[src/uvr_pkg.sv]
// constants and carrier types for the undervoltage recorded-data block
package uvr_pkg;
    localparam int          VW          = 10;        // voltage in 0.01 x rated
    localparam logic [7:0]  A_CTRL      = 8'h00;
    localparam logic [7:0]  A_KMULT     = 8'h04;
    localparam logic [7:0]  A_TLOW      = 8'h08;
    localparam logic [7:0]  A_TDEEP     = 8'h0c;
    localparam logic [7:0]  A_USTART    = 8'h10;
    localparam logic [7:0]  A_BUSADDR   = 8'h14;
    localparam logic [7:0]  A_RATE      = 8'h18;
    localparam logic [7:0]  A_PASSWD    = 8'h1c;
    localparam logic [7:0]  A_REC1      = 8'h20;     // rec1..rec8 at 0x20..0x3c
    localparam logic [7:0]  A_REC5      = 8'h30;
    localparam logic [7:0]  A_REC7      = 8'h38;
    localparam logic [7:0]  A_REG0      = 8'h40;
    localparam logic [7:0]  A_STATUS    = 8'h44;
    localparam int          CTRL_INV    = 0;
    localparam int          CTRL_CLR    = 1;
    localparam logic [9:0]  KMULT_RST   = 10'h064;   // 1.00
    localparam logic [15:0] TLOW_RST    = 16'h0064;  // 10 ms units
    localparam logic [15:0] TDEEP_RST   = 16'h0064;
    localparam logic [9:0]  USTART_RST  = 10'h050;   // 0.80 x rated
    localparam logic [9:0]  VMAX_RST    = 10'h3ff;
    localparam logic [7:0]  CNT_MAX     = 8'hff;
    localparam logic [6:0]  PCT_FULL    = 7'h64;     // 100 percent
    localparam logic [6:0]  PCT_CAP     = 7'h63;
    localparam int          INV_A       = 480;
    localparam int          INV_B       = 32;
    localparam logic [9:0]  INV_MIN_DROP = 10'h006;  // 6 percent
    localparam int          TICK_MS     = 10;
    localparam int          CLK_KHZ     = 10000;
    localparam int          TICK_CYC    = TICK_MS * CLK_KHZ;
    localparam int          DARK_S      = 300;
    localparam int          DARK_TICKS  = DARK_S * 1000 / TICK_MS;
    localparam logic [3:0]  DIG_A       = 4'ha;
    localparam logic [1:0]  SUB_ADDR    = 2'h0;
    localparam logic [1:0]  SUB_RATE    = 2'h1;
    localparam logic [1:0]  SUB_MON     = 2'h2;
    localparam logic [1:0]  SUB_PW      = 2'h3;

    typedef enum logic [1:0] {SER_NONE, SER_PASSWORD, SER_CLEAR, SER_SET_K} uvr_ser_e;

    typedef struct packed {
        logic [VW-1:0] u12;
        logic [VW-1:0] u23;
        logic [VW-1:0] u31;
    } uvr_volt_s;

    typedef struct packed {
        logic low_start;
        logic low_trip;
        logic deep_start;
        logic deep_trip;
        logic low_block;
        logic deep_block;
    } uvr_stage_s;

    typedef struct packed {
        uvr_ser_e    kind;
        logic [15:0] value;
    } uvr_ser_s;

    typedef struct packed {
        logic [3:0]    digit;
        logic [VW-1:0] value;
        logic          dashes;
        logic          lit;
    } uvr_disp_s;
endpackage

[src/uvr_rec.sv]
// recorded-data registers, display and serial gate of the undervoltage module
//
// The register offsets and register access over APB were left to the implementer.
module uvr_rec #(
    parameter int TICK_CYCLES = uvr_pkg::TICK_CYC
) (
    input  wire logic               core_clk_i,
    input  wire logic               rstn_i,
    input  wire logic               ce_i,
    input  wire logic               psel_i,
    input  wire logic               penable_i,
    input  wire logic               pwrite_i,
    input  wire logic [7:0]         paddr_i,
    input  wire logic [31:0]        pwdata_i,
    output logic [31:0]             prdata_o,
    output logic                    pready_o,
    output logic                    pslverr_o,
    input  wire uvr_pkg::uvr_volt_s volt_i,
    input  wire uvr_pkg::uvr_stage_s stage_i,
    input  wire uvr_pkg::uvr_ser_s  ser_i,
    input  wire logic               step_btn_i,
    input  wire logic               reset_btn_i,
    input  wire logic               remote_reset_i,
    input  wire logic               link_ok_i,
    input  wire logic [7:0]         nv_bus_addr_i,
    input  wire logic [2:0]         nv_rate_i,
    input  wire logic [15:0]        nv_passwd_i,
    output uvr_pkg::uvr_disp_s      disp_o,
    output logic [3:0]              test_out_o,
    output logic                    set_reject_o
);
    import uvr_pkg::*;

    // pin synchronisers
    logic [3:0] sy1;
    logic [3:0] sy2;
    logic       step_d;
    logic       rst_d;
    always_ff @(posedge core_clk_i or negedge rstn_i) begin
        if (!rstn_i) begin
            sy1    <= 4'h0;
            sy2    <= 4'h0;
            step_d <= 1'b0;
            rst_d  <= 1'b0;
        end else if (ce_i) begin
            sy1    <= {link_ok_i, remote_reset_i, reset_btn_i, step_btn_i};
            sy2    <= sy1;
            step_d <= sy2[0];
            rst_d  <= sy2[1];
        end
    end
    wire step_s    = sy2[0];
    wire rbtn_s    = sy2[1];
    wire rremote_s = sy2[2];
    wire link_s    = sy2[3];
    wire step_p    = step_s & ~step_d;
    wire rbtn_p    = rbtn_s & ~rst_d;
    wire combo_p   = (step_p & rbtn_s) | (rbtn_p & step_s);

    // apb decode
    wire       acc    = psel_i & penable_i & pready_o;
    wire       wr     = acc & pwrite_i;
    wire       mapped = (paddr_i[1:0] == 2'b00) && (paddr_i <= A_STATUS);
    wire       ro_hit = (paddr_i >= A_REC1);

    // settings
    logic        inv_sel;
    logic [9:0]  kmult;
    logic [15:0] t_low;
    logic [15:0] t_deep;
    logic [9:0]  u_start;
    logic [7:0]  bus_addr;
    logic [2:0]  rate;
    logic [15:0] passwd;
    logic        nv_pend;
    logic        pw_ok;
    wire ser_pw  = (ser_i.kind == SER_PASSWORD);
    wire ser_clr = (ser_i.kind == SER_CLEAR);
    wire ser_k   = (ser_i.kind == SER_SET_K);
    wire sw_clr  = wr && (paddr_i == A_CTRL) && pwdata_i[CTRL_CLR];
    wire clr     = combo_p | ser_clr | sw_clr;

    always_ff @(posedge core_clk_i or negedge rstn_i) begin
        if (!rstn_i) begin
            inv_sel <= 1'b0;
            kmult   <= KMULT_RST;
            t_low   <= TLOW_RST;
            t_deep  <= TDEEP_RST;
            u_start <= USTART_RST;
        end else if (ce_i) begin
            if (wr && paddr_i == A_CTRL) inv_sel <= pwdata_i[CTRL_INV];
            if (wr && paddr_i == A_TLOW) t_low <= pwdata_i[15:0];
            if (wr && paddr_i == A_TDEEP) t_deep <= pwdata_i[15:0];
            if (wr && paddr_i == A_USTART) u_start <= pwdata_i[9:0];
            if (wr && paddr_i == A_KMULT) begin
                kmult <= pwdata_i[9:0];
            end else if (ser_k && pw_ok) begin
                kmult <= ser_i.value[9:0];
            end
        end
    end

    // nonvolatile image reloaded after power returns
    always_ff @(posedge core_clk_i or negedge rstn_i) begin
        if (!rstn_i) begin
            nv_pend      <= 1'b1;
            bus_addr     <= 8'h00;
            rate         <= 3'h0;
            passwd       <= 16'h0000;
            pw_ok        <= 1'b0;
            set_reject_o <= 1'b0;
        end else if (ce_i) begin
            if (nv_pend) begin
                nv_pend  <= 1'b0;
                bus_addr <= nv_bus_addr_i;
                rate     <= nv_rate_i;
                passwd   <= nv_passwd_i;
            end else begin
                if (wr && paddr_i == A_BUSADDR) bus_addr <= pwdata_i[7:0];
                if (wr && paddr_i == A_RATE) rate <= pwdata_i[2:0];
                if (wr && paddr_i == A_PASSWD) passwd <= pwdata_i[15:0];
            end
            if (ser_pw) pw_ok <= (ser_i.value == passwd);
            if (ser_k) set_reject_o <= ~pw_ok;
        end
    end

    // phase extremes
    wire [9:0] lo01  = (volt_i.u12 < volt_i.u23) ? volt_i.u12 : volt_i.u23;
    wire [9:0] v_min = (lo01 < volt_i.u31) ? lo01 : volt_i.u31;
    wire [9:0] hi01  = (volt_i.u12 > volt_i.u23) ? volt_i.u12 : volt_i.u23;
    wire [9:0] v_max = (hi01 > volt_i.u31) ? hi01 : volt_i.u31;

    // inverse time: t[10 ms] = k[0.01] * 480 / drop[%] + 32
    wire [9:0]  drop    = (v_min < u_start) ? (u_start - v_min) : 10'h000;
    wire [19:0] drop_pc = (20'(drop) * 20'd100) / ((u_start == 10'h000) ? 20'd1 : 20'(u_start));
    wire        inv_go  = drop_pc >= 20'(INV_MIN_DROP);
    wire [19:0] inv_t   = (20'(kmult) * 20'(INV_A)) / (inv_go ? drop_pc : 20'd1)
                          + 20'(INV_B);
    wire [19:0] op_low  = inv_sel ? inv_t : 20'(t_low);
    wire        low_run = stage_i.low_start & ~stage_i.low_trip & (~inv_sel | inv_go);

    // time base
    logic [$clog2(TICK_CYCLES)-1:0] pre;
    wire tick = (pre == ($clog2(TICK_CYCLES))'(TICK_CYCLES - 1));

    // recorded registers
    logic [9:0]  rec_min_low;
    logic [9:0]  rec_vmax;
    logic [9:0]  rec_min_deep;
    logic        deep_seen;
    logic [9:0]  rec_vmin;
    logic [7:0]  n_low;
    logic [7:0]  n_deep;
    logic [6:0]  pct_low;
    logic [6:0]  pct_deep;
    logic [19:0] acc_low;
    logic [19:0] acc_deep;
    logic        ls_d;
    logic        ds_d;
    wire ls_rise = stage_i.low_start & ~ls_d;
    wire ds_rise = stage_i.deep_start & ~ds_d;
    wire [19:0] nacc_low  = acc_low + 20'd100;
    wire [19:0] nacc_deep = acc_deep + 20'd100;

    always_ff @(posedge core_clk_i or negedge rstn_i) begin
        if (!rstn_i) begin
            pre  <= '0;
            ls_d <= 1'b0;
            ds_d <= 1'b0;
        end else if (ce_i) begin
            pre  <= tick ? '0 : pre + 1'b1;
            ls_d <= stage_i.low_start;
            ds_d <= stage_i.deep_start;
        end
    end

    always_ff @(posedge core_clk_i or negedge rstn_i) begin
        if (!rstn_i) begin
            rec_min_low  <= 10'h000;
            rec_vmax     <= 10'h000;
            rec_min_deep <= VMAX_RST;
            deep_seen    <= 1'b0;
            rec_vmin     <= VMAX_RST;
            n_low        <= 8'h00;
            n_deep       <= 8'h00;
        end else if (ce_i) begin
            if (clr) begin
                rec_min_low  <= 10'h000;
                rec_vmax     <= 10'h000;
                rec_min_deep <= VMAX_RST;
                deep_seen    <= 1'b0;
                rec_vmin     <= VMAX_RST;
                n_low        <= 8'h00;
                n_deep       <= 8'h00;
            end else begin
                if (v_max > rec_vmax) rec_vmax <= v_max;
                if (v_min < rec_vmin) rec_vmin <= v_min;
                if (ls_rise) begin
                    rec_min_low <= v_min;
                end else if (stage_i.low_start && !stage_i.low_trip && v_min < rec_min_low) begin
                    rec_min_low <= v_min;
                end
                if (ds_rise) begin
                    rec_min_deep <= v_max;
                    deep_seen    <= 1'b1;
                end else if (stage_i.deep_start && !stage_i.deep_trip
                             && v_max < rec_min_deep) begin
                    rec_min_deep <= v_max;
                end
                if (ls_rise && n_low != CNT_MAX) n_low <= n_low + 8'h01;
                if (ds_rise && n_deep != CNT_MAX) n_deep <= n_deep + 8'h01;
            end
        end
    end

    // duration in percent: add 100 per tick, one percent per operate-time worth
    always_ff @(posedge core_clk_i or negedge rstn_i) begin
        if (!rstn_i) begin
            pct_low  <= 7'h00;
            pct_deep <= 7'h00;
            acc_low  <= 20'h00000;
            acc_deep <= 20'h00000;
        end else if (ce_i) begin
            if (clr || ls_rise) begin
                pct_low <= 7'h00;
                acc_low <= 20'h00000;
            end else if (stage_i.low_trip) begin
                pct_low <= PCT_FULL;
            end else if (tick && low_run && pct_low < PCT_CAP) begin
                if (nacc_low >= op_low) begin
                    acc_low <= nacc_low - op_low;
                    pct_low <= pct_low + 7'h01;
                end else begin
                    acc_low <= nacc_low;
                end
            end
            if (clr || ds_rise) begin
                pct_deep <= 7'h00;
                acc_deep <= 20'h00000;
            end else if (stage_i.deep_trip) begin
                pct_deep <= PCT_FULL;
            end else if (tick && stage_i.deep_start && pct_deep < PCT_CAP) begin
                if (nacc_deep >= 20'(t_deep)) begin
                    acc_deep <= nacc_deep - 20'(t_deep);
                    pct_deep <= pct_deep + 7'h01;
                end else begin
                    acc_deep <= nacc_deep;
                end
            end
        end
    end

    // register 0 image: hundreds remote reset, tens zero, units blocking
    wire [1:0] blk  = {stage_i.deep_block, stage_i.low_block};
    wire [9:0] reg0 = (rremote_s ? 10'd100 : 10'd0) + 10'(blk);
    // traffic monitor
    logic [7:0] mon;
    always_ff @(posedge core_clk_i or negedge rstn_i) begin
        if (!rstn_i) begin
            mon <= 8'h00;
        end else if (ce_i) begin
            if (link_s) mon <= 8'h00;
            else if (tick) mon <= mon + 8'h01;
        end
    end
    // front panel menu
    typedef enum logic [1:0] {M_DARK, M_REG, M_TEST} uvr_menu_e;
    uvr_menu_e   mode;
    logic [3:0]  sel;
    logic [1:0]  sub;
    logic [2:0]  tstep;
    logic [15:0] idle;
    wire [3:0] sel_nx = (sel == 4'h8) ? 4'h0 : (sel == 4'h0) ? DIG_A
                      : (sel == DIG_A) ? 4'h1 : sel + 4'h1;

    always_ff @(posedge core_clk_i or negedge rstn_i) begin
        if (!rstn_i) begin
            mode  <= M_REG;
            sel   <= 4'h1;
            sub   <= SUB_ADDR;
            tstep <= 3'h0;
            idle  <= 16'h0000;
        end else if (ce_i) begin
            if (step_p || rbtn_p) idle <= 16'h0000;
            else if (tick && idle != 16'(DARK_TICKS)) idle <= idle + 16'h0001;
            case (mode)
                M_DARK: begin
                    if (step_p) mode <= M_REG;
                end
                M_REG: begin
                    if (idle == 16'(DARK_TICKS)) begin
                        mode <= M_DARK;
                    end else if (!combo_p && step_p) begin
                        sel <= sel_nx;
                        sub <= SUB_ADDR;
                    end else if (!combo_p && rbtn_p && sel == 4'h0) begin
                        mode  <= M_TEST;
                        tstep <= 3'h0;
                    end else if (!combo_p && rbtn_p && sel == DIG_A) begin
                        sub <= sub + 2'h1;
                    end
                end
                M_TEST: begin
                    if (rbtn_p) mode <= M_REG;
                    else if (step_p) begin
                        if (tstep == 3'h4) mode <= M_REG;
                        tstep <= tstep + 3'h1;
                    end
                end
                default: mode <= M_REG;
            endcase
        end
    end

    wire [9:0] sub_val = (sub == SUB_ADDR) ? 10'(bus_addr) : (sub == SUB_RATE) ? 10'(rate)
                       : (sub == SUB_MON) ? 10'(mon) : 10'h000;
    wire [9:0] shown   = (sel == 4'h0) ? reg0 : (sel == DIG_A) ? sub_val
                       : rec_at(3'(sel - 4'h1));
    always_ff @(posedge core_clk_i or negedge rstn_i) begin
        if (!rstn_i) begin
            disp_o     <= '0;
            test_out_o <= 4'h0;
        end else if (ce_i) begin
            disp_o.digit  <= sel;
            disp_o.value  <= shown;
            disp_o.dashes <= (sel == 4'h3) && !deep_seen;
            disp_o.lit    <= (mode != M_DARK);
            test_out_o    <= (mode == M_TEST && tstep != 3'h0)
                             ? 4'(4'h1 << (tstep - 3'h1)) : 4'h0;
        end
    end
    // apb read mux
    logic [31:0] rd;
    always_comb begin
        case (paddr_i)
            A_CTRL:    rd = {31'h0, inv_sel};
            A_KMULT:   rd = {22'h0, kmult};
            A_TLOW:    rd = {16'h0, t_low};
            A_TDEEP:   rd = {16'h0, t_deep};
            A_USTART:  rd = {22'h0, u_start};
            A_BUSADDR: rd = {24'h0, bus_addr};
            A_RATE:    rd = {29'h0, rate};
            A_PASSWD:  rd = {16'h0, passwd};
            A_REG0:    rd = {22'h0, reg0};
            A_STATUS:  rd = {26'h0, deep_seen, pw_ok, 3'(mode), set_reject_o};
            default:   rd = (ro_hit && mapped && paddr_i < A_REG0)
                            ? {22'h0, rec_at(paddr_i[4:2])} : 32'h0;
        endcase
    end
    function automatic logic [9:0] rec_at(input logic [2:0] i);
        case (i)
            3'h0:    rec_at = rec_min_low;
            3'h1:    rec_at = rec_vmax;
            3'h2:    rec_at = rec_min_deep;
            3'h3:    rec_at = rec_vmin;
            3'h4:    rec_at = 10'(n_low);
            3'h5:    rec_at = 10'(n_deep);
            3'h6:    rec_at = 10'(pct_low);
            default: rec_at = 10'(pct_deep);
        endcase
    endfunction
    // one wait state; errors on any unmapped access and on read-only writes
    always_ff @(posedge core_clk_i or negedge rstn_i) begin
        if (!rstn_i) begin
            pready_o  <= 1'b0;
            pslverr_o <= 1'b0;
            prdata_o  <= 32'h0;
        end else if (ce_i) begin
            pready_o  <= psel_i & penable_i & ~pready_o;
            pslverr_o <= psel_i & penable_i & ~pready_o
                         & (~mapped | (pwrite_i & ro_hit));
            prdata_o  <= (psel_i & ~pwrite_i & mapped) ? rd : 32'h0;
        end
    end
endmodule // uvr_rec

[config.mk]
export PLATFORM = sky130hd
export DESIGN_NAME = uvr_rec
export DESIGN_NICKNAME = d
export VERILOG_FILES = /design/src/uvr_pkg.sv /design/src/uvr_rec.sv
export SDC_FILE = /design/constraint.sdc
export NUM_CORES = 2
export LEC_CHECK = 0
export ABC_CLOCK_PERIOD_IN_PS = 106500
export BUFFER_PORTS_ARGS = -buffer_cell sky130_fd_sc_hd__buf_4
export CORE_ASPECT_RATIO = 1.75
export CORE_MARGIN = 3
export CORE_UTILIZATION = 59
export DETAILED_ROUTE_END_ITERATION = 12
export PLACE_DENSITY_LB_ADDON = 0.15
export SYNTH_ARGS = -nofsm -noshare
export SYNTH_HDL_FRONTEND = slang
export SYNTH_SLANG_ARGS = --single-unit
[constraint.sdc]
create_clock -name core_clk_i -period 106.5 [get_ports core_clk_i]
set_input_delay 21.3 -clock core_clk_i [delete_from_list [all_inputs] [get_ports core_clk_i]]
set_output_delay 21.3 -clock core_clk_i [all_outputs]
set_load 0.01 [all_outputs]
==> out/metrics.csv, run 1 <==
metric,value,unit
gp_congestion,1.00,
synth_seq_cells,296,
synth_ff_type,dfrtp_1,
gr-total-overflow,1563,
dp_hpwl,131,mm
run_status,did not finish,
synth_cells,5766,
grt_max_degree,124,
clkSinkCount,296,
rows,132,
fp.dieW,214,microns
cts_max_level,1,
synth-edff-count,0,
cts_root_buf,clkbuf_16,
synthMuxAreaShare,6.87,%
portBuffers,153,
yosysWarnings,0,
synth_top_family_by_area,compound AO/OA/AOI/OAI gates,
yosysSeqAreaShare,16.7,%
synth-compound-area-share,26.1,%
dp_cells,8068,
worstEndpointType,register data pin,
holdBufCountCts,0,
last-stage-reached,global routing (5_1_grt),
io_pins,186,
placed_area,0.0578,sq mm
synth_area,0.0445,sq mm
synth_fa_ha_area_share,16.5,%
grt_usage,80.6,%
fp.dieH,369,microns
cts_buffers,23,
yosysUniqueCellTypes,130,
crit_endpoint,acc_low[19]$_DFFE_PN0P_/D,
synthSimpleGateAreaFrac,22.0,%
first-error,[ERROR GRT-0232] Routing congestion too high. Check the congestion heatmap in the GUI.,
syn_avg_cell_area,7.72,sq um
synthXorXnorAreaFrac,7.45,%
async_flop_share,100,%
cts_max_path_buffers,3,
initial_core_util,59.9,%
Yosys cell counts, drive strengths merged, types with 14 or more instances:
master   number  share of area [%]
xor2        159                3.2
nand2       553                4.7
a21o        165                2.8
a22o         16               0.31
a21boi       19               0.32
o21a        141                2.4
mux2        173                4.4
o21bai       43               0.75
a221o        14               0.31
nor4         35               0.58
or2          33               0.46
nand2b       91                1.3
and3         61               0.86
ha          542                 15
nor2        491                4.2
inv         277                2.3
nand4        91                1.4
clkbuf      151                1.3
fa           27                1.2
o2bb2ai      17               0.33
a31oi        59               0.86
o21ai       466                5.3
buf          55               0.74
nor3        213                2.4
a211oi       37               0.67
a22oi        31               0.52
o22ai        20               0.28
dfrtp       262                 15
a221oi       20               0.43
o211ai       39               0.70
xnor2       216                4.3
nand3       162                1.8
a2111oi      19               0.51
a31o         14               0.28
o31ai        92                1.6
nor2b       106                1.5
dfstp        34                2.0
a21oi       407                4.7
and2         49               0.69
or3          56               0.82
mux2i        94                2.2
metal layers:
| layer | global-route usage [%] | overflow |
|---|---|---|
| met2 | 98.8 | 1001 |
| met1 | 75.3 | 44 |
| met5 | 43.9 | 8 |
| met3 | 65.5 | 65 |
| met4 | 85.8 | 445 |
cells by family after synthesis:
kind of cell / after synthesis
fa+ha+maj: 569
simple gates: 2010
flops: 296
mux: 273
compound gates: 1755
other cells: 2
buf+inv: 486
xor+xnor: 375
repair_timing:
action / 4_1_cts
pin swaps: 407
cloned: 2
endpoints found under the setup margin: 27
buffers inserted: 472
resized for setup: 301
stage by stage:
stage	setup slack [ns]	TNS, ns
floorplan	-5.16	-122.83
global placement	-6.74	-166.36
detailed placement	-8.57	-216.39
CTS	-4.03	-94.93
==> run 2, diff against run 1 <==
--- a/config.mk
+++ b/config.mk
@@ -5,11 +5,10 @@
 export SDC_FILE = /design/constraint.sdc
 export NUM_CORES = 2
 export LEC_CHECK = 0
-export ABC_CLOCK_PERIOD_IN_PS = 106500
+export ABC_CLOCK_PERIOD_IN_PS = 138500
 export BUFFER_PORTS_ARGS = -buffer_cell sky130_fd_sc_hd__buf_4
-export CORE_ASPECT_RATIO = 1.75
 export CORE_MARGIN = 3
-export CORE_UTILIZATION = 59
+export CORE_UTILIZATION = 40
 export DETAILED_ROUTE_END_ITERATION = 12
 export PLACE_DENSITY_LB_ADDON = 0.15
 export SYNTH_ARGS = -nofsm -noshare
==> constraint.sdc (replaced) <==
create_clock -name core_clk_i -period 138.5 [get_ports core_clk_i]
set_input_delay 27.7 -clock core_clk_i [delete_from_list [all_inputs] [get_ports core_clk_i]]
set_output_delay 27.7 -clock core_clk_i [all_outputs]
set_load 0.01 [all_outputs]
==> run 2 against run 1 <==
  * The run now ends clean
  * Synthesized cell count unchanged
  * Synthesized area unchanged
==> out/metrics.csv, run 2 <==
metric,value,unit,change
cp.required,139.00,ns,
synth-edff-count,0,,unchanged
relSlewSlack,14.5,%,
cts_tree,yes,,
synth_area,0.0445,sq mm,unchanged
worst_pin_slew,1.25,ns,
synth_top_area_share,15.2,%,unchanged
synth_cells,5766,,unchanged
area_growth,11.6,%,
grt_pass1_wl,228,mm,
antenna_found_initial,5,,
critPathSlowestCell,o41ai_1,,
synth_seq_cells,296,,unchanged
io_pins,186,,unchanged
yosysWarnings,0,,unchanged
fp.dieH,340,microns,was 369 microns
period_needed,129.68,ns,
hp-class,reg -> reg,,
drt-wirelength-per-cell,19.5,microns,
first_iter_violations,2963,,
grt_pass1_vias,41100,,
layout_commonest_cell,nand2_1,,
layout_common_cells,"nand2_1 (549), ha_1 (540), nor2_1 (482)",,
wirelength,145,mm,
core_area,0.110,sq mm,
slew_viol_final,0,,
grt_max_degree,91,,
setup_viol,0,,
syn_avg_cell_area,7.72,sq um,unchanged
largestRegisters,"acc_deep (20), acc_low (20), pre (17)",,
holdBufCountCts,0,,unchanged
finClkSkew,0.0235,ns,
drv_cap,0,,
portBuffers,153,,unchanged
clkSinkCount,296,,unchanged
yosysSeqAreaShare,16.7,%,unchanged
vias,43200,,
finalHoldViolations,0,,
synth_top_area_cell,ha_1,,unchanged
grt_usage,24.1,%,
slowest_delay,0.48,ns,
synthTopCellsByArea,"ha_1 (15%), dfrtp_1 (15%), o21ai_0 (4.9%), nand2_1 (4.6%), a21oi_1 (4.5%)",,unchanged
r2r_setup_slack,39.37,ns,
cts_max_path_buffers,3,,unchanged
cts_max_level,1,,unchanged
cp-start-kind,input port,,
rows,121,,was 132
gr-total-overflow,0,,
worstPathArrival,130.18,ns,
drive_gt1_share,13.3,%,
first_pass_iters,6,,
crit_path_start,volt_i[11],,
synth.most_common_cell,nand2_1,,unchanged
r2r_start,u_start[8],,
crit_type,in -> reg,,
fp.dieW,340,microns,was 214 microns
run_status,completed,,was did not finish
antenna_left,0,,
cts_root_buf,clkbuf_16,,unchanged
cpMostUsedCell,o21a_1,,
cts_buffers,29,,was 23
critPathCaptureType,register,,
gp_congestion,0.925,,was 1.00
dp_hpwl,114,mm,was 131 mm
path_clk_slew,0.07,ns,
layout.nets,6672,,
max_freq,0.00771,GHz,
period_share,93.6,%,
r2r-end,acc_low[19],,
placed_area,0.0482,sq mm,was 0.0578 sq mm
crit_end,acc_low[19],,
async_flop_share,100,%,unchanged
die_area,0.115,sq mm,
finish.instance_area,0.0497,sq mm,
ff2ff_path_depth,542,,
synthTopCellsByCount,"nand2_1 (551), ha_1 (542), nor2_1 (488)",,unchanged
drc,0,,
clock_latency,0.59,ns,
synth_ff_type,dfrtp_1,,unchanged
yosysUniqueCellTypes,130,,unchanged
via_per_inst,5.79,,
initial_core_util,40.6,%,was 59.9%
worstPathMaxFanout,16,,
==> run 2: metrics by stage <==
step	hold WS [ns]	setup TNS, ns	instances	util [%]	setup WS, ns
CTS	0.479	0	7453	44.9	3.61
global placement	0.449	0	7400	43.9	4.09
detailed placement	0.467	0	7400	43.9	3.60
global route	0.506	-0.116	7470	45.3	-0.116
floorplan	0.425	0	5785	-	6.39
finish	0.476	0	7475	45.3	8.82
==> run 2: repair_timing <==
action	4_1_cts	5_1_grt
hold endpoints to repair	0	0
setup endpoints to repair	0	27
gates resized for setup	0	77
buffers inserted	0	16
==> run 2: worst min path at each step <==
| stage | start | to | slack (ns) | cells after the start |
|---|---|---|---|---|
| 4_1_cts | sy2[3] | mon[1] | 0.48 | 1 |
| 2_1_floorplan | sy2[3] | mon[1] | 0.43 | 1 |
| 3_3_place_gp | sy2[3] | mon[1] | 0.45 | 1 |
| 3_5_place_dp | acc_low[18] | acc_low[18] | 0.47 | 2 |
| 5_1_grt | sy2[3] | mon[1] | 0.51 | 1 |
| 6_report | sy2[3] | mon[1] | 0.48 | 1 |
==> run 2: layout make-up <==
type / instances / area (sq um)
fillers: 11200 / 60000
multi-input cells: 5004 / 35500
flip-flops and latches: 296 / 7450
repair buffers: 361 / 2720
well taps: 1476 / 1850
inverters: 280 / 1070
clock buffers: 42 / 835
clock inverters: 11 / 198
diodes: 5 / 12.5
==> run 2: kinds of logic after synthesis <==
logic type	after synthesis	share of synthesized area (%)
flops	296	16.7
compound gates	1755	26.1
other cells	2	0.0169
mux	273	6.87
fa+ha+maj	569	16.5
xor+xnor	375	7.45
simple gates	2010	22.0
buf+inv	486	4.38
==> run 2: metal layers <==
metal | wire length [microns] | global-route usage (%)
met2 | 66600 | 40.1
met3 | 6780 | 2.39
met1 | 68000 | 33.1
met5 | 11 | 0
met4 | 4140 | 6.49
==> run 2: worst max-delay path, delay by kind of cell <==
| kind | cells | cell delay [ns] |
|---|---|---|
| compound gates | 301 | 55.48 |
| xor+xnor | 7 | 1.07 |
| fa+ha+maj | 47 | 14.20 |
| buf+inv | 42 | 5.94 |
| mux | 11 | 3.63 |
| simple gates | 164 | 21.97 |
Power of run 2 is not shown: default switching activity piles up to over one toggle a cycle in this logic, so the estimate is an artifact.
